## config.mk

```make
export PLATFORM = sky130hd
export DESIGN_NAME = qusp_host_port
export DESIGN_NICKNAME = d
export VERILOG_FILES = /design/src/rtl/qusp_pkg.sv /design/src/rtl/qusp_host_port.sv
export SDC_FILE = /design/constraint.sdc
export NUM_CORES = 1
export LEC_CHECK = 0
export ABC_CLOCK_PERIOD_IN_PS = 5750
export BUFFER_PORTS_ARGS = -buffer_cell sky130_fd_sc_hd__buf_2
export CAP_MARGIN = 20
export CORE_MARGIN = 2
export CORE_UTILIZATION = 45
export CTS_CLUSTER_SIZE = 12
export DETAILED_ROUTE_END_ITERATION = 10
export PLACE_DENSITY = 0.63
export SYNTH_ARGS = -nofsm -noshare
export SYNTH_HDL_FRONTEND = slang
export SYNTH_SLANG_ARGS = --single-unit
```

## constraint.sdc

```tcl
create_clock -name clk -period 5.75 [get_ports clk]
set_input_delay 1.4375 -clock clk [delete_from_list [all_inputs] [get_ports clk]]
set_output_delay 1.4375 -clock clk [all_outputs]
set_load 0.02 [all_outputs]
```

## src/rtl/qusp_pkg.sv

```systemverilog
// package: constants, states and helpers for the quad uart host serial port
`default_nettype none
package qusp_pkg;
	// register map seen by the host
	localparam logic [7:0] REG_FIFO     = 8'h00;
	localparam logic [7:0] REG_GLOBAL   = 8'h1F;
	localparam logic [7:0] REG_REVISION = 8'h25;
	localparam logic [7:0] REG_LAST     = 8'h25;
	// revision value is arbitrary
	localparam logic [7:0] REV_VALUE    = 8'h5A;
	// global trigger data byte is this prefix plus the trigger number
	localparam logic [3:0] TRIG_PREFIX  = 4'hE;
	// bit counts
	localparam logic [3:0] BYTE_LAST    = 4'h7;
	localparam logic [3:0] ACK_SLOT     = 4'h8;
	localparam logic [3:0] MISO_QUIET   = 4'h4;
	// strap codes and the address field swap
	localparam logic [1:0] STRAP_GND    = 2'h0;
	localparam logic [1:0] STRAP_VL     = 2'h1;
	localparam logic [1:0] STRAP_SCL    = 2'h2;
	localparam logic [1:0] STRAP_SDA    = 2'h3;
	localparam logic [3:0] ADDR_SWAP    = 4'hC;

	typedef enum logic [2:0] {
		I_IDLE = 3'h0,
		I_ADDR = 3'h1,
		I_REG  = 3'h3,
		I_DATA = 3'h2,
		I_TX   = 3'h6,
		I_WAIT = 3'h7
	} qusp_i2c_t;

	// a strap that never differed from a bus line is tied to that line
	function automatic logic [1:0] qusp_strap(input logic mscl,
		input logic msda, input logic lvl);
		if (!mscl)
			return STRAP_SCL;
		if (!msda)
			return STRAP_SDA;
		return lvl ? STRAP_VL : STRAP_GND;
	endfunction : qusp_strap

	// address bits 4:1 from the strap pair; codes 0 and 12 trade places
	function automatic logic [3:0] qusp_field(input logic [3:0] idx);
		if (idx == 4'h0)
			return ADDR_SWAP;
		if (idx == ADDR_SWAP)
			return 4'h0;
		return idx;
	endfunction : qusp_field
endpackage : qusp_pkg
`default_nettype wire

```

## src/rtl/qusp_host_port.sv

```systemverilog
// quad uart host serial port: spi or i2c target front end
// What this block does
// RULE1 - spi command byte: write/read bit, two uart bits, five address bits
// RULE2 - uart select bits decode binary, 00 uart0 through 11 uart3
// RULE3 - spi master uses mode 0: clock idles low, rising edge samples
// RULE4 - data output stays undriven for the whole of a write cycle
// RULE5 - read cycle: output undriven for first 4 command clocks, then driven
// RULE6 - burst from nonzero address increments address after each byte
// RULE7 - burst at address zero streams fifo, address stays put
// RULE8 - select held low through a burst; high select ends it
// RULE9 - every spi byte is exactly 8 serial clocks
// RULE10 - four uart interrupts merge onto one active-low output
// RULE11 - fast read reports interrupt sources in 8 clocks, uart bits ignored; here the byte follows the 8-clock command, 16 clocks in all
// RULE12 - fast read byte: bit n set when uart n interrupts, rest zero
// RULE13 - i2c target works with bus clock up to 1 MHz
// RULE14 - 7-bit address, two straps each tied four ways, 16 devices
// RULE15 - four addresses, one per uart; grounded straps give D8 B8 58 38
// RULE16 - address byte lsb is direction: 1 read, 0 write
// RULE17 - one bit per clock; data moves only while clock low
// RULE18 - write: start, address, ack, register, ack, data, ack, stop
// RULE19 - register address acked only when valid, else nack
// RULE20 - burst write: any number of data bytes, each acked
// RULE21 - read: register write, repeated start, read address, data, nack
// RULE22 - burst read continues while master acknowledges each byte
// RULE23 - ack pulls data low through ninth clock high; nack leaves it
// RULE24 - i2c bursts stream at address zero, increment elsewhere
// RULE25 - global trigger command starts transmit on matching uarts
`default_nettype none
module qusp_host_port (
	// clock and reset
	input  wire logic       clk,
	input  wire logic       rst,
	// host pins
	input  wire logic       spi_mode,
	input  wire logic       sclk_scl,
	input  wire logic       select_or_strap_low,
	input  wire logic       host_in_or_strap_high,
	input  wire logic       sda_i,
	output var  logic       miso_o,
	output var  logic       miso_oe,
	output var  logic       sda_o,
	output var  logic       sda_oe,
	output var  logic       irq_n,
	// uart bank side
	input  wire logic [3:0] uart_irq,
	input  wire logic [7:0] reg_rdata,
	output var  logic       reg_wr,
	output var  logic       reg_rd,
	output var  logic [1:0] reg_uart,
	output var  logic [7:0] reg_addr,
	output var  logic [7:0] reg_wdata,
	output var  logic       trig,
	output var  logic [3:0] trig_num
);
	import qusp_pkg::*;

	typedef struct packed {
		logic [1:0] sc, cs, mi, sd, md;
		logic       scp;
		logic       sdp;
		qusp_i2c_t  ist;
		logic [3:0] cnt;
		logic [7:0] sh;
		logic [7:0] tsh;
		logic [7:0] addr;
		logic [7:0] raddr;
		logic [7:0] wdata;
		logic [1:0] uart;
		logic [1:0] ruart;
		logic [1:0] msc;
		logic [1:0] msd;
		logic       sdat;
		logic       rdc;
		logic       fast;
		logic       ld;
		logic       rv;
		logic       inack;
		logic       mack;
		logic       rw;
		logic       miso;
		logic       misooe;
		logic       sdaoe;
		logic       sdao;
		logic       irqn;
		logic       wr;
		logic       rd;
		logic       trig;
		logic [3:0] tnum;
	} qusp_state_t;

	qusp_state_t q;
	qusp_state_t n;
	logic        sr, sf, i2c_start, i2c_stop, acc, accw, ack;
	logic [7:0]  aa;
	logic [7:0]  ab;
	logic [1:0]  au;
	logic [3:0]  sidx;

	// edges seen through the synchronisers, three cycles late at most;
	// at 1 MHz a half period is 50 cycles, so no margin problem
	assign sr        = q.sc[1] & ~q.scp; // RULE3 RULE13
	assign sf        = ~q.sc[1] & q.scp;
	assign i2c_start = q.sc[1] & q.scp & q.sdp & ~q.sd[1]; // RULE17
	assign i2c_stop  = q.sc[1] & q.scp & ~q.sdp & q.sd[1];
	assign ab        = {q.sh[6:0], q.md[1] ? q.mi[1] : q.sd[1]};
	assign sidx      = {qusp_strap(q.msc[1], q.msd[1], q.mi[1]),
		qusp_strap(q.msc[0], q.msd[0], q.cs[1])}; // RULE14

	always_comb begin
		n = q;
		acc = 1'b0;
		accw = 1'b0;
		ack = 1'b0;
		aa = q.addr;
		au = q.uart;
		n.sc = {q.sc[0], sclk_scl};
		n.cs = {q.cs[0], select_or_strap_low};
		n.mi = {q.mi[0], host_in_or_strap_high};
		n.sd = {q.sd[0], sda_i};
		n.md = {q.md[0], spi_mode};
		n.scp = q.sc[1];
		n.sdp = q.sd[1];
		n.wr = 1'b0;
		n.rd = 1'b0;
		n.trig = 1'b0;
		n.ld = 1'b0;
		n.sdao = 1'b0;
		n.irqn = ~|uart_irq; // RULE10
		if (q.ld)
			n.tsh = q.rv ? REV_VALUE : reg_rdata;
		if (q.md[1]) begin
			n.sdaoe = 1'b0;
			n.ist = I_IDLE;
			if (q.cs[1]) begin
				// select high ends any burst
				n.cnt = 4'h0; // RULE8
				n.sdat = 1'b0;
				n.rdc = 1'b0;
				n.fast = 1'b0;
				n.misooe = 1'b0;
				n.miso = 1'b0;
			end else begin
				if (sr) begin
					n.sh = ab;
					n.cnt = q.cnt + 4'h1;
					if (q.cnt == 4'h0 && !q.sdat)
						n.rdc = ~q.mi[1]; // RULE1
					if (q.cnt == BYTE_LAST) begin
						n.cnt = 4'h0; // RULE9
						n.sdat = 1'b1;
						if (!q.sdat) begin
							au = ab[6:5]; // RULE2
							aa = {3'h0, ab[4:0]}; // RULE1
							n.uart = au;
							n.addr = aa;
							// uart bits do not matter here
							n.fast = q.rdc && aa == REG_GLOBAL; // RULE11
							if (n.fast)
								n.tsh = {4'h0, uart_irq}; // RULE12
							else
								acc = q.rdc;
						end else if (q.fast) begin
							n.tsh = {4'h0, uart_irq}; // RULE12
						end else begin
							acc = 1'b1;
							accw = ~q.rdc;
						end
					end
				end
				if (sf) begin
					if (q.rdc && (q.sdat || q.cnt >= MISO_QUIET))
						n.misooe = 1'b1; // RULE4 RULE5
					if (q.rdc && q.sdat) begin
						n.miso = q.tsh[7];
						n.tsh = {q.tsh[6:0], 1'b0};
					end
				end
			end
		end else begin
			n.misooe = 1'b0;
			n.sdat = 1'b0;
			n.rdc = 1'b0;
			n.fast = 1'b0;
			// a strap that ever differs from a bus line is not tied to it
			n.msc = q.msc | ({q.mi[1], q.cs[1]} ^ {2{q.sc[1]}});
			n.msd = q.msd | ({q.mi[1], q.cs[1]} ^ {2{q.sd[1]}});
			if (i2c_start) begin
				n.ist = I_ADDR;
				n.cnt = 4'h0;
				n.inack = 1'b0;
				n.sdaoe = 1'b0;
			end else if (i2c_stop) begin
				n.ist = I_IDLE;
				n.inack = 1'b0;
				n.sdaoe = 1'b0;
				n.msc = 2'h0;
				n.msd = 2'h0;
			end else if (q.ist != I_IDLE && q.ist != I_WAIT) begin
				if (sr) begin
					if (!q.inack) begin
						n.sh = ab; // RULE17
						n.cnt = q.cnt + 4'h1;
					end else if (q.ist == I_TX) begin
						n.mack = ~q.sd[1]; // RULE22
						acc = ~q.sd[1];
					end
				end
				if (sf) begin
					if (q.cnt == ACK_SLOT && !q.inack) begin
						n.inack = 1'b1;
						case (q.ist)
							I_ADDR: begin
								ack = q.sh[6] == ~q.sh[5] &&
									q.sh[4:1] == qusp_field(sidx); // RULE15
								if (ack) begin
									au = {~q.sh[7], q.sh[5]};
									n.uart = au;
									n.rw = q.sh[0]; // RULE16
									acc = q.sh[0]; // RULE21
								end else begin
									n.ist = I_WAIT;
								end
							end
							I_REG: begin
								ack = q.sh <= REG_LAST; // RULE19
								n.addr = q.sh;
								if (!ack)
									n.ist = I_WAIT;
							end
							I_DATA: begin
								ack = 1'b1; // RULE18 RULE20
								acc = 1'b1;
								accw = 1'b1;
							end
							default: ack = 1'b0;
						endcase
						n.sdaoe = ack; // RULE23
					end else if (q.inack) begin
						n.inack = 1'b0;
						n.cnt = 4'h0;
						n.sdaoe = 1'b0;
						case (q.ist)
							I_ADDR: n.ist = q.rw ? I_TX : I_REG;
							I_REG: n.ist = I_DATA;
							I_TX: n.ist = q.mack ? I_TX : I_WAIT; // RULE22
							default: n.ist = q.ist;
						endcase
						if ((q.ist == I_ADDR && q.rw) ||
							(q.ist == I_TX && q.mack)) begin
							n.sdaoe = ~q.tsh[7];
							n.tsh = {q.tsh[6:0], 1'b0};
						end
					end else if (q.ist == I_TX) begin
						n.sdaoe = ~q.tsh[7];
						n.tsh = {q.tsh[6:0], 1'b0};
					end
				end
			end
		end
		if (acc) begin
			n.raddr = aa;
			n.ruart = au;
			// the fifo port keeps its address, every other one steps on
			n.addr = (aa == REG_FIFO) ? aa : aa + 8'h01; // RULE6 RULE7 RULE24
			if (accw) begin
				n.wr = 1'b1;
				n.wdata = q.md[1] ? ab : q.sh;
				if (aa == REG_GLOBAL && n.wdata[7:4] == TRIG_PREFIX) begin
					n.trig = 1'b1; // RULE25
					n.tnum = n.wdata[3:0];
				end
			end else begin
				// the revision register is answered here, not by a bank
				n.rv = aa == REG_REVISION;
				n.rd = aa != REG_REVISION;
				n.ld = 1'b1;
			end
		end
	end

	always_ff @(posedge clk or posedge rst) begin
		if (rst) begin
			q <= '0;
			q.cs <= 2'h3;
			q.sd <= 2'h3;
			q.sdp <= 1'b1;
			q.irqn <= 1'b1;
		end else begin
			q <= n;
		end
	end

	assign miso_o    = q.miso;
	assign miso_oe   = q.misooe;
	assign sda_o     = q.sdao;
	assign sda_oe    = q.sdaoe;
	assign irq_n     = q.irqn;
	assign reg_wr    = q.wr;
	assign reg_rd    = q.rd;
	assign reg_uart  = q.ruart;
	assign reg_addr  = q.raddr;
	assign reg_wdata = q.wdata;
	assign trig      = q.trig;
	assign trig_num  = q.tnum;

	AST_WR_QUIET: assert property (@(posedge clk) disable iff (rst) // RULE4
		q.md[1] && !q.rdc |-> !miso_oe)
		else $error("data output driven outside a read");
	AST_CMD_QUIET: assert property (@(posedge clk) disable iff (rst) // RULE5
		q.md[1] && !q.sdat && q.cnt < MISO_QUIET |-> !miso_oe)
		else $error("data output driven in first command clocks");
	AST_BYTE_EIGHT: assert property (@(posedge clk) disable iff (rst) // RULE9
		$rose(q.sdat) |-> $past(q.cnt) == BYTE_LAST)
		else $error("command byte not eight clocks long");
	AST_STEP: assert property (@(posedge clk) disable iff (rst) // RULE6
		reg_wr && reg_addr != REG_FIFO |-> q.addr == reg_addr + 8'h01)
		else $error("burst address did not step by one");
	AST_STREAM: assert property (@(posedge clk) disable iff (rst) // RULE7
		(reg_wr || reg_rd) && reg_addr == REG_FIFO |-> q.addr == REG_FIFO)
		else $error("fifo burst address moved");
	AST_FAST: assert property (@(posedge clk) disable iff (rst) // RULE12
		q.md[1] && $rose(q.fast) |-> q.tsh == {4'h0, $past(uart_irq)})
		else $error("fast read byte does not match interrupts");
	AST_IRQ: assert property (@(posedge clk) disable iff (rst) // RULE10
		1'b1 |=> irq_n == ~|$past(uart_irq))
		else $error("shared interrupt output wrong");
	AST_NAK_BAD: assert property (@(posedge clk) disable iff (rst) // RULE19
		!q.md[1] && $rose(q.inack) && $past(q.ist) == I_REG
		|-> sda_oe == ($past(q.sh) <= REG_LAST))
		else $error("register address ack does not match validity");
	AST_ACK_EDGE: assert property (@(posedge clk) disable iff (rst) // RULE23
		!q.md[1] && $changed(sda_oe)
		|-> $past(sf) || $past(i2c_start) || $past(i2c_stop))
		else $error("data line moved away from a clock fall");
	AST_CS_END: assert property (@(posedge clk) disable iff (rst) // RULE8
		q.md[1] && q.cs[1] |=> !miso_oe && !q.sdat)
		else $error("burst not ended by select high");
endmodule : qusp_host_port
`default_nettype wire

```

* Yosys cells after proc, flatten, opt, wreduce, memory -nomap -nowiden
Index checks and enable logic that the tools add are counted.
Cells by class: divide/modulo/power cells 0, equal/unequal tests 34, $add $sub $neg 2, multiply operators 0, multiplexer cells 172, shift-type cells 0, $lt $le $gt $ge 2, bitwise logic cells 24, reduce and logical (&&, ||, !) cells 51
Operators with widths (number):
- 2-to-1 mux 8 bit | 21
- 2-to-1 mux 1 bit | 80
- 2-to-1 mux 24 bit | 3
- 2-to-1 mux 4 bit | 16
- 2-to-1 mux 31 bit | 2
- 2-to-1 mux 28 bit | 2
- 2-to-1 mux 2 bit | 25
- 2-to-1 mux 16 bit | 2
- 2-to-1 mux 7 bit | 4
- 2-to-1 mux 3 bit | 9
- 2-to-1 mux 12 bit | 2
- nonzero test 3 bit | 8
- inequality test 3 x 1 -> 1 bit, second input constant | 7
- AND reduction 3 bit | 6
- AND reduction 7 bit | 2
- NOT 1 bit | 13
- equality test 4 bit, second input constant | 3
- inequality test 3 x 2 -> 1 bit, second input constant | 4
- inequality test 6 bit, second input constant | 2
- nonzero test 6 bit | 2
- logical AND 1 bit | 10
- 2-to-1 mux 5 bit | 2
- AND reduction 2 bit | 5
- case mux 3 bit (3 select lines) | 1
- 35 further kinds | 54
Word-level totals: word-level logic and storage cells 319, bits in writable memories 0, flip-flop bits (word level) 86, latch bits 0, bits of input ports 19, ROM bits 0, memories 0

* Logic depth before layout (Yosys ltp)
Gate-level depths: netlist of the first run.
depth in word-level cells 42, depth in mapped cells 14, depth with buffers taken out 13

* Least setup slack after synthesis of the first run
OpenSTA, ideal clock, no wires.
path kind register -> register, start point register q[68] (netlist bit), end point register q[45] (netlist bit), arrival time 2.878 ns, slack 2.751 ns, path buffers 1, period minus slack after synthesis 2.999 ns, stages on the path, launching flop included 14, required time 5.629 ns, cell sequence dfrtp_1 ha_1 nand3b_4 or4_4 buf_2 mux2_4 inv_1 ha_1 nand2_1 or3_1 o31ai_2 mux2i_1 mux2i_1 o22a_1
RTL lines:
- from (decl) | RTL line qusp_host_port.sv:91 | qusp_state_t q;
- from (signal assigned) | RTL line qusp_host_port.sv:289 | q <= n;
- equality test 4 x 3 -> 1 bit * | RTL line qusp_host_port.sv:148 | if (q.cnt == BYTE_LAST) begin
- 2-to-1 mux 8 bit * | RTL line qusp_host_port.sv:148
- 2-to-1 mux 8 bit * | RTL line qusp_host_port.sv:143 | if (sr) begin
- 2-to-1 mux 8 bit * | RTL line qusp_host_port.sv:134 | if (q.cs[1]) begin
- 2-to-1 mux 8 bit * | RTL line qusp_host_port.sv:131 | if (q.md[1]) begin
- net aa[1] | RTL line qusp_host_port.sv:94 | logic [7:0] aa;
- adder 8 x 1 -> 8 bit or logical NOT 8 bit (tied branches) | RTL line qusp_host_port.sv:264 | n.addr = (aa == REG_FIFO) ? aa : aa + 8'h01;
- 2-to-1 mux 8 bit * | RTL line qusp_host_port.sv:264
- 2-to-1 mux 24 bit * | RTL line qusp_host_port.sv:260 | if (acc) begin
The timed path passes the listed nets; every way through them passes the cells marked *. A chain may end at the register's enable or synchronous reset.

* Final worst setup path of the first run
start point register q[84] (netlist bit), end point register q[45] (netlist bit)
RTL lines (RTL line):
- 2-to-1 mux 8 bit * | qusp_host_port.sv:134
- 2-to-1 mux 8 bit * | qusp_host_port.sv:131
- net aa[1] | qusp_host_port.sv:94
- adder 8 x 1 -> 8 bit or logical NOT 8 bit (tied branches) | qusp_host_port.sv:264
- 2-to-1 mux 8 bit * | qusp_host_port.sv:264
- 2-to-1 mux 24 bit * | qusp_host_port.sv:260
The timed path passes the listed nets; every way through them passes the cells marked *. The select of a mux whose other input is x is not followed.

==> results.ini, run 1 <==
[setup_path]
cp_cell_sequence=nand2b_1 -> or4_4 -> mux2_4 -> inv_1 -> ha_1 -> nand2_1 -> or3_1 -> o31ai_2 -> mux2i_1 -> mux2i_1 -> o22a_1
crit_path_max_fanout=21
start_of_the_worst_register_to_register_path=q[84]$_DFF_PP1_
path_class=reg2reg
critical_path.max_stage_delay_ps=680
cpLargestDelayFamily=simple AND/OR/NAND/NOR gates
worst-endpoint-required_ps=5980
cp-start-kind=register
worst-path-buf-inv=1
timing.critical_path.to_type=register
worst_r2r_endpoint=q[45]$_DFFE_PP0P_
crit_path_top_delay_cell=sky130_fd_sc_hd__dfstp_2
critPathArrivalTime_ps=3490
r2r_setup_slack_ps=2490
cpMostUsedCell=sky130_fd_sc_hd__mux2i_1
rr_worst_depth=11

[route]
firstDrtPassIters=5
antenna_left=0
wl_um=12300
initialDrtViolationCount=272
num_vias=4109
post_drt_via_cell_ratio=5.86
drc_errors=0
wl_per_cell_um=17.5

[global_routing]
first_pass_grt_wire_length_um=20600
overflow=0
globalRouteMet3Util_pct=3.13
grt.busiest_layer=met2
grt_usage_pct=20.3
grt_pass1_vias=4060
grt_util_met2_pct=31.7
grt_antenna_before_repair=0
globalRouteMet1Util_pct=28.6
maximum_number_of_pins_on_one_net_before_global_route_repair=49

[synthesis]
yosys_warning_total=0
syn-cell-area_um2=5260
syn-mean-instance-area_um2=9.44
synth.distinct_cells=80
ys_dominant_reg_cell=sky130_fd_sc_hd__dfrtp_1
postSynthRegisterBits=86
synthArstFlopShare_pct=100
post_synth_most_frequent_cells=sky130_fd_sc_hd__dfrtp_1, sky130_fd_sc_hd__nand2_1, sky130_fd_sc_hd__nor2_1
yosysTopAreaCell=sky130_fd_sc_hd__dfrtp_1
postSynthCellCount=557
synth.top_cell.area_share_pct=38.1
post-synth-top-count-cell=sky130_fd_sc_hd__dfrtp_1
edff_count_synth=0
syn-num-nets=581
netlist_top_cells_area=sky130_fd_sc_hd__dfrtp_1, sky130_fd_sc_hd__mux2_2, sky130_fd_sc_hd__mux2i_1
synth.yosys.seq_area_share_pct=41.1

[placed_design]
globalplace.congestion=0.842
io_buffer_count=47
hpwl_um=8500

[run]
max_cap_viol_count=0

[hold_path]
hold_path_end=q[82]$_DFF_PP0_
worst_min_path_start=n[82]$_DFF_PP0_
hold_path_depth=0
timing.hold.worst.class=reg2reg

[pwr]
power.ir.vdd_worst_v=0.000156
design_power_total_mw=1.49
p_leak_nw=2.53
cellPowerDensity_nw_per_um2=264

[timing]
relSlewSlack_pct=38.3
final-max-slew-violation-count=0
final.hold.worst_slack_ps=348
report.final.hold_viol_count=0
period_share_pct=56.6
timing.fmax_mhz=307
clock-skew-final_ps=8.63
setup-tns-final_ps=0
period_needed_ps=3260
finalSetupViolations=0
tightest_slew_ps=923
grt_setup_unrepaired=false

[cts]
cts.sink_count=86
cts_post_setup_buffers_inserted=0
clock_pin_slew_worst_setup_and_hold_paths_ps=70
cts_inserted_buffers=9
clkLatencyLatePin_ps=340
postCtsResizedCells=0
tritoncts=yes
cts-hold-fix-buffers=0
cts-htree-levels=3
root_buffer_cell=sky130_fd_sc_hd__clkbuf_16
cts-root-to-sink-buffers=2

[die]
placement_rows=39
fp.dieW_um=112
core_area_um2=11400
floorplan.die_area_um2=12600
die_span_y_um=112
initial_utilization_pct=46.1
floorplan.io_pins=49

[finish]
layout.filler_cells=1093
syn_to_final_growth_pct=7.33
post_route_cells_drive_above_1_share_pct=21.0
number_of_diodes_added_for_antenna_fixing=0
nNetsFinal=577

[run_status]
run_status=completed

[per-layer routing]
layer  part of all wire [%]  wire length (um)
met5                      0                 0
met4                    1.8               223
met3                    4.5               552
met2                     47              5740
met1                     47              5760
[layout by cell type, fill, tap and decap left out, types with 3 or more instances in the layout]
cell / n
sky130_fd_sc_hd__mux2i_1: 18
sky130_fd_sc_hd__a32o_1: 3
sky130_fd_sc_hd__a311oi_1: 3
sky130_fd_sc_hd__ha_1: 5
sky130_fd_sc_hd__dfrtp_1: 80
sky130_fd_sc_hd__nand2_1: 46
sky130_fd_sc_hd__inv_1: 16
sky130_fd_sc_hd__o32a_1: 3
sky130_fd_sc_hd__nand3b_1: 3
sky130_fd_sc_hd__a21oi_1: 33
sky130_fd_sc_hd__xor2_1: 7
sky130_fd_sc_hd__dfstp_2: 6
sky130_fd_sc_hd__nor3b_1: 5
sky130_fd_sc_hd__nor2b_1: 12
sky130_fd_sc_hd__or3_1: 3
sky130_fd_sc_hd__nor2_1: 46
sky130_fd_sc_hd__nor3_1: 7
sky130_fd_sc_hd__a221oi_1: 6
sky130_fd_sc_hd__o22ai_1: 6
sky130_fd_sc_hd__mux2_2: 29
sky130_fd_sc_hd__nor4_1: 3
sky130_fd_sc_hd__clkbuf_16: 9
sky130_fd_sc_hd__o21a_1: 6
sky130_fd_sc_hd__and3_1: 5
sky130_fd_sc_hd__a211oi_1: 4
sky130_fd_sc_hd__o22a_1: 5
sky130_fd_sc_hd__nand3_1: 16
sky130_fd_sc_hd__a31oi_1: 11
sky130_fd_sc_hd__o311ai_0: 3
sky130_fd_sc_hd__nand2b_1: 11
sky130_fd_sc_hd__xnor2_1: 7
sky130_fd_sc_hd__nor4b_1: 3
sky130_fd_sc_hd__buf_2: 47
sky130_fd_sc_hd__o21ai_1: 3
sky130_fd_sc_hd__a21o_1: 4
sky130_fd_sc_hd__a211o_1: 3
sky130_fd_sc_hd__o21ai_0: 23
[sequential cells by signal (all words and copies together), names as in the netlist, 2 cells and up]
register   cells
reg_addr       8
reg_wdata      8
reg_uart       2
q             43
trig_num       4
n              7
ab             7
[where the power goes]
part | switching (mW) | internal, mW
Clock | 0.255 | 0.387
Combinational | 0.0802 | 0.0727
Sequential | 0.0675 | 0.631
Total | 0.402 | 1.09
[through the flow]
stage	cell area [um2]	utilization (%)	cells	setup slack, ps
floorplan	5260	-	557	2100
global placement	5310	46.5	685	2580
detailed placement	5310	46.5	685	2510
CTS	5640	49.4	701	2500
global route	5640	49.4	701	2300
finish	5640	49.4	701	2490
[layout make-up]
cell class	count	area (um2)	share of cell area, %
Clock buffer	9	225	3.99
Clock inverter	7	105	1.86
Inverter	17	65.1	1.15
Multi-Input combinational cell	390	2660	47.1
Sequential cell	86	2160	38.3
Tap cell	143	179	3.17
Timing Repair Buffer	49	250	4.43
[worst max-delay path by stage]
| stage | startpoint | end | slack (ps) | cells after the start |
|---|---|---|---|---|
| after global routing | q[84]$_DFF_PP1_ | q[45]$_DFFE_PP0P_ | 2300 | 11 |
| final | q[84]$_DFF_PP1_ | q[45]$_DFFE_PP0P_ | 2490 | 11 |
| after global placement | q[84]$_DFF_PP1_ | q[45]$_DFFE_PP0P_ | 2580 | 11 |
| after floorplan | rst | ab[1]$_DFFE_PP0P_ | 2100 | 1 |
| after CTS | q[84]$_DFF_PP1_ | q[45]$_DFFE_PP0P_ | 2500 | 11 |
| after detailed placement | q[84]$_DFF_PP1_ | q[45]$_DFFE_PP0P_ | 2510 | 11 |
[cells by family after synthesis]
logic type,count (synthesis),synth area share (%)
compound gates,138,17.9
xor+xnor,14,2.33
mux,48,9.92
buf+inv,81,8.35
fa+ha+maj,5,1.19
simple gates,184,19.2
other cells,1,0.0713
flops,86,41.1
Note: power is estimated with default switching activity, not from simulation.
==> inputs of run 2 (changes only) <==
Settings changed: ABC_CLOCK_PERIOD_IN_PS 5750 to 2900, PLACE_DENSITY 0.63 to 0.66.
Clock period 5.75 ns to 2.9 ns, I/O delays scaled along.
==> run 2 against run 1 <==
Total power grew 100%. Via count rose by 3.5%. Combinational power is 140% higher. Register-to-register slack worse by 2400 ps. Core utilization rose by 2.7 points. Sequential share of layout area shrank 1.9 points. Count of clock-buffer cells in the layout is 1 higher. First-iteration DRC count up 4.4%. Clock skew up 1.4 ps. Wire length is 3.1% higher. Non-clock buffer count grew 30. Critical path type unchanged. Critical endpoint is now q[44]$_DFFE_PP0P_. Largest cell class unchanged.
==> results.ini, run 2 (synthesized netlist as in run 1, its figures left out) <==
[timing]
timing.fmax_mhz=351  ; +14%
grt_setup_unrepaired=true
report.final.hold_viol_count=0  ; unchanged
tightest_slew_ps=837  ; -86.0 ps
finalSetupViolations=0  ; unchanged
relSlewSlack_pct=42.6  ; +4.4 points
final-max-slew-violation-count=0  ; unchanged
period_share_pct=98.4  ; +42 points
setup-tns-final_ps=0  ; unchanged
period_needed_ps=2850  ; -403 ps
worst_slack_ps=47.6  ; -2450 ps
clock-skew-final_ps=10.0  ; +1.41 ps

[pwr]
cellPowerDensity_nw_per_um2=507  ; +92%
p_leak_nw=2.68  ; +6.1%
design_power_total_mw=3.02  ; +100%
power.ir.vdd_worst_v=0.000267  ; +71%

[cts]
cts.sink_count=86  ; unchanged
cts-root-to-sink-buffers=2  ; unchanged
tritoncts=yes
cts-htree-levels=3  ; unchanged
clock_pin_slew_worst_setup_and_hold_paths_ps=70  ; about the same
root_buffer_cell=sky130_fd_sc_hd__clkbuf_16
cts_inserted_buffers=9  ; unchanged
cts-hold-fix-buffers=0  ; unchanged
clkLatencyLatePin_ps=350  ; about the same

[setup_path]
cpLargestDelayFamily=simple AND/OR/NAND/NOR gates
path_class=reg2reg
critPathArrivalTime_ps=3090  ; -400 ps
critical_path.max_stage_delay_ps=590  ; -90 ps
cpMostUsedCell=sky130_fd_sc_hd__ha_4
timing.critical_path.to_type=register
worst-endpoint-required_ps=3140  ; -2840 ps
cp_cell_sequence=ha_4 -> nand3b_4 -> or4_4 -> mux2_4 -> inv_4 -> ha_4 -> nand2_2 -> or3_4 -> o31ai_4 -> xor2_1 -> mux2i_1 -> o22a_1
worst-path-buf-inv=1  ; unchanged
crit_path_max_fanout=4  ; -81%
cp-start-kind=register
crit_path_top_delay_cell=sky130_fd_sc_hd__or4_4

[finish]
most_frequent_standard_cell_in_the_layout_excluding_fill_and_tap_cells=sky130_fd_sc_hd__dfrtp_1
final_cell_mix=sky130_fd_sc_hd__dfrtp_1, sky130_fd_sc_hd__buf_2, sky130_fd_sc_hd__nor2_1
syn_to_final_growth_pct=13.1
number_of_diodes_added_for_antenna_fixing=0  ; unchanged
largest_register_ffs=43  ; unchanged
post_route_cells_drive_above_1_share_pct=26.4  ; +5.4 points
largest_register=q
finish.utilization_pct=52.1  ; +2.7 points
nNetsFinal=607  ; +5.2%

[die]
initial_utilization_pct=46.1  ; unchanged
die_span_y_um=112  ; unchanged
fp.dieW_um=112  ; unchanged
floorplan.io_pins=49  ; unchanged
floorplan.die_area_um2=12600  ; unchanged
core_area_um2=11400  ; unchanged
placement_rows=39  ; unchanged

[placed_design]
hpwl_um=8820  ; +3.8%
preCtsSetupSlack_ps=18.0  ; -2490 ps
io_buffer_count=47  ; unchanged
globalplace.congestion=0.910  ; +8.1%

[route]
wl_um=12700  ; +3.1%
wl_per_cell_um=17.3  ; -1.1%
num_vias=4253  ; +3.5%
firstDrtPassIters=5  ; unchanged
initialDrtViolationCount=284  ; +4.4%
post_drt_via_cell_ratio=5.82  ; -0.74%
drc_errors=0  ; unchanged
antenna_left=0  ; unchanged

[global_routing]
first_pass_grt_wire_length_um=21400  ; +3.5%
grt_pass1_vias=4208  ; +3.6%
grt_usage_pct=20.9  ; +0.66 points
overflow=0  ; unchanged
grt_antenna_before_repair=0  ; unchanged
maximum_number_of_pins_on_one_net_before_global_route_repair=87  ; +78%

[hold_path]
timing.hold.worst.class=reg2reg

[run]
max_cap_viol_count=0  ; unchanged

[run_status]
run_status=completed

==> run 2: worst register-to-register path, delay by kind of cell (launching register included) <==
family | cells | cell delay [ps]
mux | 2 | 440
xor+xnor | 1 | 170
flops | 1 | 420
fa+ha+maj | 2 | 300
compound gates | 2 | 300
simple gates | 4 | 1050
buf+inv | 1 | 70
==> run 2: power breakdown <==
group	leakage (nW)	switching, mW	internal, mW
clock network	0.159	0.505	0.784
logic	1.42	0.197	0.167
registers	1.11	0.110	1.25
==> run 2: metal layers <==
layer | track usage [%] | routed length (um) | up-vias
met3 | 3.78 | 559 | 21
met2 | 32.8 | 5980 | 108
li1 | - | - | 2026
met1 | 29.0 | 5850 | 2098
met4 | 8.13 | 265 | 0
met5 | 0 | 0 | -
==> run 2: stage by stage <==
step                instance area, um2  cells  hold slack [ps]
floorplan                         5280    557              331
global placement                  5560    714              337
detailed placement                5560    714              340
CTS                               5890    730              354
global route                      5950    731              358
finish                            5950    731              352
==> run 2: final timing paths <==
| kind | cells past startpoint | from | slack (ps) | to |
|---|---|---|---|---|
| max | 12 | q[69]$_DFFE_PP0P_ | 50 | q[44]$_DFFE_PP0P_ |
| min | 0 | n[86]$_DFF_PP0_ | 350 | n[76]$_DFF_PP0_ |
| max reg2reg | 12 | q[69]$_DFFE_PP0P_ | 50 | q[44]$_DFFE_PP0P_ |
| min reg2reg | 0 | n[86]$_DFF_PP0_ | 350 | n[76]$_DFF_PP0_ |
| max in group asynchronous | 3 | rst | 2030 | reg_addr[3]$_DFFE_PP0P_ |
| min in group asynchronous | 3 | rst | 500 | q[56]$_DFF_PP0_ |
==> run 2: final cells by class <==
type	instances	area (um2)
multi-input cells	390	2720
flip-flops and latches	86	2160
repair buffers	79	488
fillers	1065	5470
inverters	17	70.1
clock buffers	10	239
clock inverters	6	93.8
well taps	143	179
==> run 2: timing repair <==
action	CTS	global route
resized for setup	0	11
buffers inserted	0	1
setup endpoints to repair	0	6
==> inputs of run 3 (changes only) <==
Settings changed: CTS_BUF_LIST set to sky130_fd_sc_hd__clkbuf_8.
==> run 3 against run 2 <==
Cell count unchanged. Combinational power barely moved. Total power decreased by 10%. Critical path depth stayed put. Sequential power hardly changed. Core utilization down 0.94 points. Die area is the same. Largest power group unchanged.
==> results.ini, run 3 (synthesized netlist as in run 1, its figures left out) <==
[setup_path]
critPathArrivalTime_ps=3120  ; +30 ps
cp-start-kind=register
critical_path.max_stage_delay_ps=590  ; about the same
path_class=reg2reg
worst-endpoint-required_ps=3170  ; +30 ps
cpMostUsedCell=sky130_fd_sc_hd__ha_4
cp_cell_sequence=ha_4 -> nand3b_4 -> or4_4 -> mux2_4 -> inv_4 -> ha_4 -> nand2_2 -> or3_4 -> o31ai_4 -> xor2_1 -> mux2i_1 -> o22a_1
timing.critical_path.to_type=register
crit_path_top_delay_cell=sky130_fd_sc_hd__or4_4
crit_path_max_fanout=4  ; unchanged
worst-path-buf-inv=1  ; unchanged
cpLargestDelayFamily=simple AND/OR/NAND/NOR gates

[pwr]
power.ir.vdd_worst_v=0.000218  ; -18%
p_leak_nw=2.64  ; -1.8%
cellPowerDensity_nw_per_um2=465  ; -8.4%

[route]
initialDrtViolationCount=247  ; -13%
wl_per_cell_um=17.1  ; -1.1%
firstDrtPassIters=5  ; unchanged
wl_um=12500  ; -1.1%
antenna_left=0  ; unchanged
num_vias=4216  ; -0.87%
post_drt_via_cell_ratio=5.77  ; -0.87%
drc_errors=0  ; unchanged

[placed_design]
io_buffer_count=47  ; unchanged
dp.cells=714  ; unchanged
preCtsSetupSlack_ps=18.0  ; unchanged
hpwl_um=8820  ; unchanged
cell_area_after_placement_um2=5560  ; unchanged
globalplace.congestion=0.910  ; unchanged

[cts]
cts-htree-levels=3  ; unchanged
tritoncts=yes
clkLatencyLatePin_ps=370  ; +20 ps
cts-hold-fix-buffers=0  ; unchanged
cts-root-to-sink-buffers=2  ; unchanged
root_buffer_cell=sky130_fd_sc_hd__clkbuf_8
cts_inserted_buffers=9  ; unchanged
cts.sink_count=86  ; unchanged
clock_pin_slew_worst_setup_and_hold_paths_ps=100  ; +30 ps

[finish]
largest_register=q
number_of_diodes_added_for_antenna_fixing=0  ; unchanged
syn_to_final_growth_pct=11.1
post_route_cells_drive_above_1_share_pct=26.2  ; -0.17 points
most_frequent_standard_cell_in_the_layout_excluding_fill_and_tap_cells=sky130_fd_sc_hd__dfrtp_1
final_cell_area_um2=5840  ; -1.8%
final_cell_mix=sky130_fd_sc_hd__dfrtp_1, sky130_fd_sc_hd__buf_2, sky130_fd_sc_hd__nor2_1
finalNonFillerCells=731  ; unchanged
largest_register_ffs=43  ; unchanged
nNetsFinal=607  ; unchanged
layout.filler_cells=1072  ; +0.66%

[die]
floorplan.die_area_um2=12600  ; unchanged
core_area_um2=11400  ; unchanged
fp.dieW_um=112  ; unchanged
floorplan.io_pins=49  ; unchanged
initial_utilization_pct=46.1  ; unchanged
die_span_y_um=112  ; unchanged
placement_rows=39  ; unchanged

[timing]
timing.fmax_mhz=351  ; +0.23%
report.final.hold_viol_count=0  ; unchanged
grt_setup_unrepaired=true
final-max-slew-violation-count=0  ; unchanged
tightest_slew_ps=820  ; -16.1 ps
clock-skew-final_ps=16.4  ; +6.35 ps
relSlewSlack_pct=43.7  ; +1.1 points
finalSetupViolations=0  ; unchanged
setup-tns-final_ps=0  ; unchanged
period_needed_ps=2850  ; -6.48 ps
period_share_pct=98.1  ; -0.22 points
worst_slack_ps=54.1  ; +6.48 ps

[global_routing]
grt_usage_pct=20.6  ; -0.32 points
maximum_number_of_pins_on_one_net_before_global_route_repair=87  ; unchanged
grt_antenna_before_repair=0  ; unchanged
grt_pass1_vias=4188  ; -0.48%
first_pass_grt_wire_length_um=21100  ; -1.0%
overflow=0  ; unchanged

[run_status]
run_status=completed

[hold_path]
timing.hold.worst.class=reg2reg

[run]
max_cap_viol_count=0  ; unchanged

## run 3: cell counts in the layout (fill, tap and decap cells not counted)
No cell type changed its count.
## run 3: final timing paths
path / start / to / slack [ps] / depth (start not counted)
worst max-delay path: q[69]$_DFFE_PP0P_ / q[44]$_DFFE_PP0P_ / 50 / 12
worst min-delay path: n[86]$_DFF_PP0_ / n[76]$_DFF_PP0_ / 360 / 0
worst max register to register: q[69]$_DFFE_PP0P_ / q[44]$_DFFE_PP0P_ / 50 / 12
worst min register to register: n[86]$_DFF_PP0_ / n[76]$_DFF_PP0_ / 360 / 0
max in group asynchronous: rst / n[84]$_DFF_PP1_ / 2010 / 3
min in group asynchronous: rst / q[47]$_DFFE_PP0P_ / 430 / 3
## run 3: stage by stage
stage / total power, mW / utilization (%) / hold WS, ps
6_report: 2.71 / 51.2 / 357
5_1_grt: 2.83 / 51.2 / 363
4_1_cts: 2.73 / 50.7 / 360
3_5_place_dp: 1.74 / 48.7 / 340
3_3_place_gp: 1.72 / 48.7 / 337
2_1_floorplan: 1.62 / - / 331
## run 3: report_power, final
group | internal, mW | leakage [nW] | switching, mW
Sequential | 1.25 | 1.11 | 0.110
Clock | 0.515 | 0.113 | 0.475
Combinational | 0.167 | 1.42 | 0.196
Total | 1.93 | 2.64 | 0.781
## run 3: cell type report
class	instances	area, um2	share of cell area [%]
Clock buffer	10	138	2.36
Clock inverter	6	93.8	1.61
Inverter	17	70.1	1.20
Multi-Input combinational cell	390	2710	46.4
Sequential cell	86	2160	37.0
Tap cell	143	179	3.06
Timing Repair Buffer	79	488	8.35
## run 3: worst register-to-register path, delay by kind of cell, from the launching register on
family | cells | cell delay, ps
xor+xnor | 1 | 170
simple gates | 4 | 1050
flops | 1 | 430
compound gates | 2 | 300
mux | 2 | 440
fa+ha+maj | 2 | 300
buf+inv | 1 | 70
## run 3: metal layers
layer  vias to the layer above  routed length [um]  global-route usage (%)
met4                         0                 276                    8.13
met3                        18                 538                    2.86
li1                       2022                   -                       -
met5                         -                   0                       0
met1                      2072                5820                    28.7
met2                       104                5890                    32.7
## run 3: timing repair
item	4_1_cts	5_1_grt
setup buffers	0	1
setup endpoints to repair	0	5
gates resized for setup	0	10
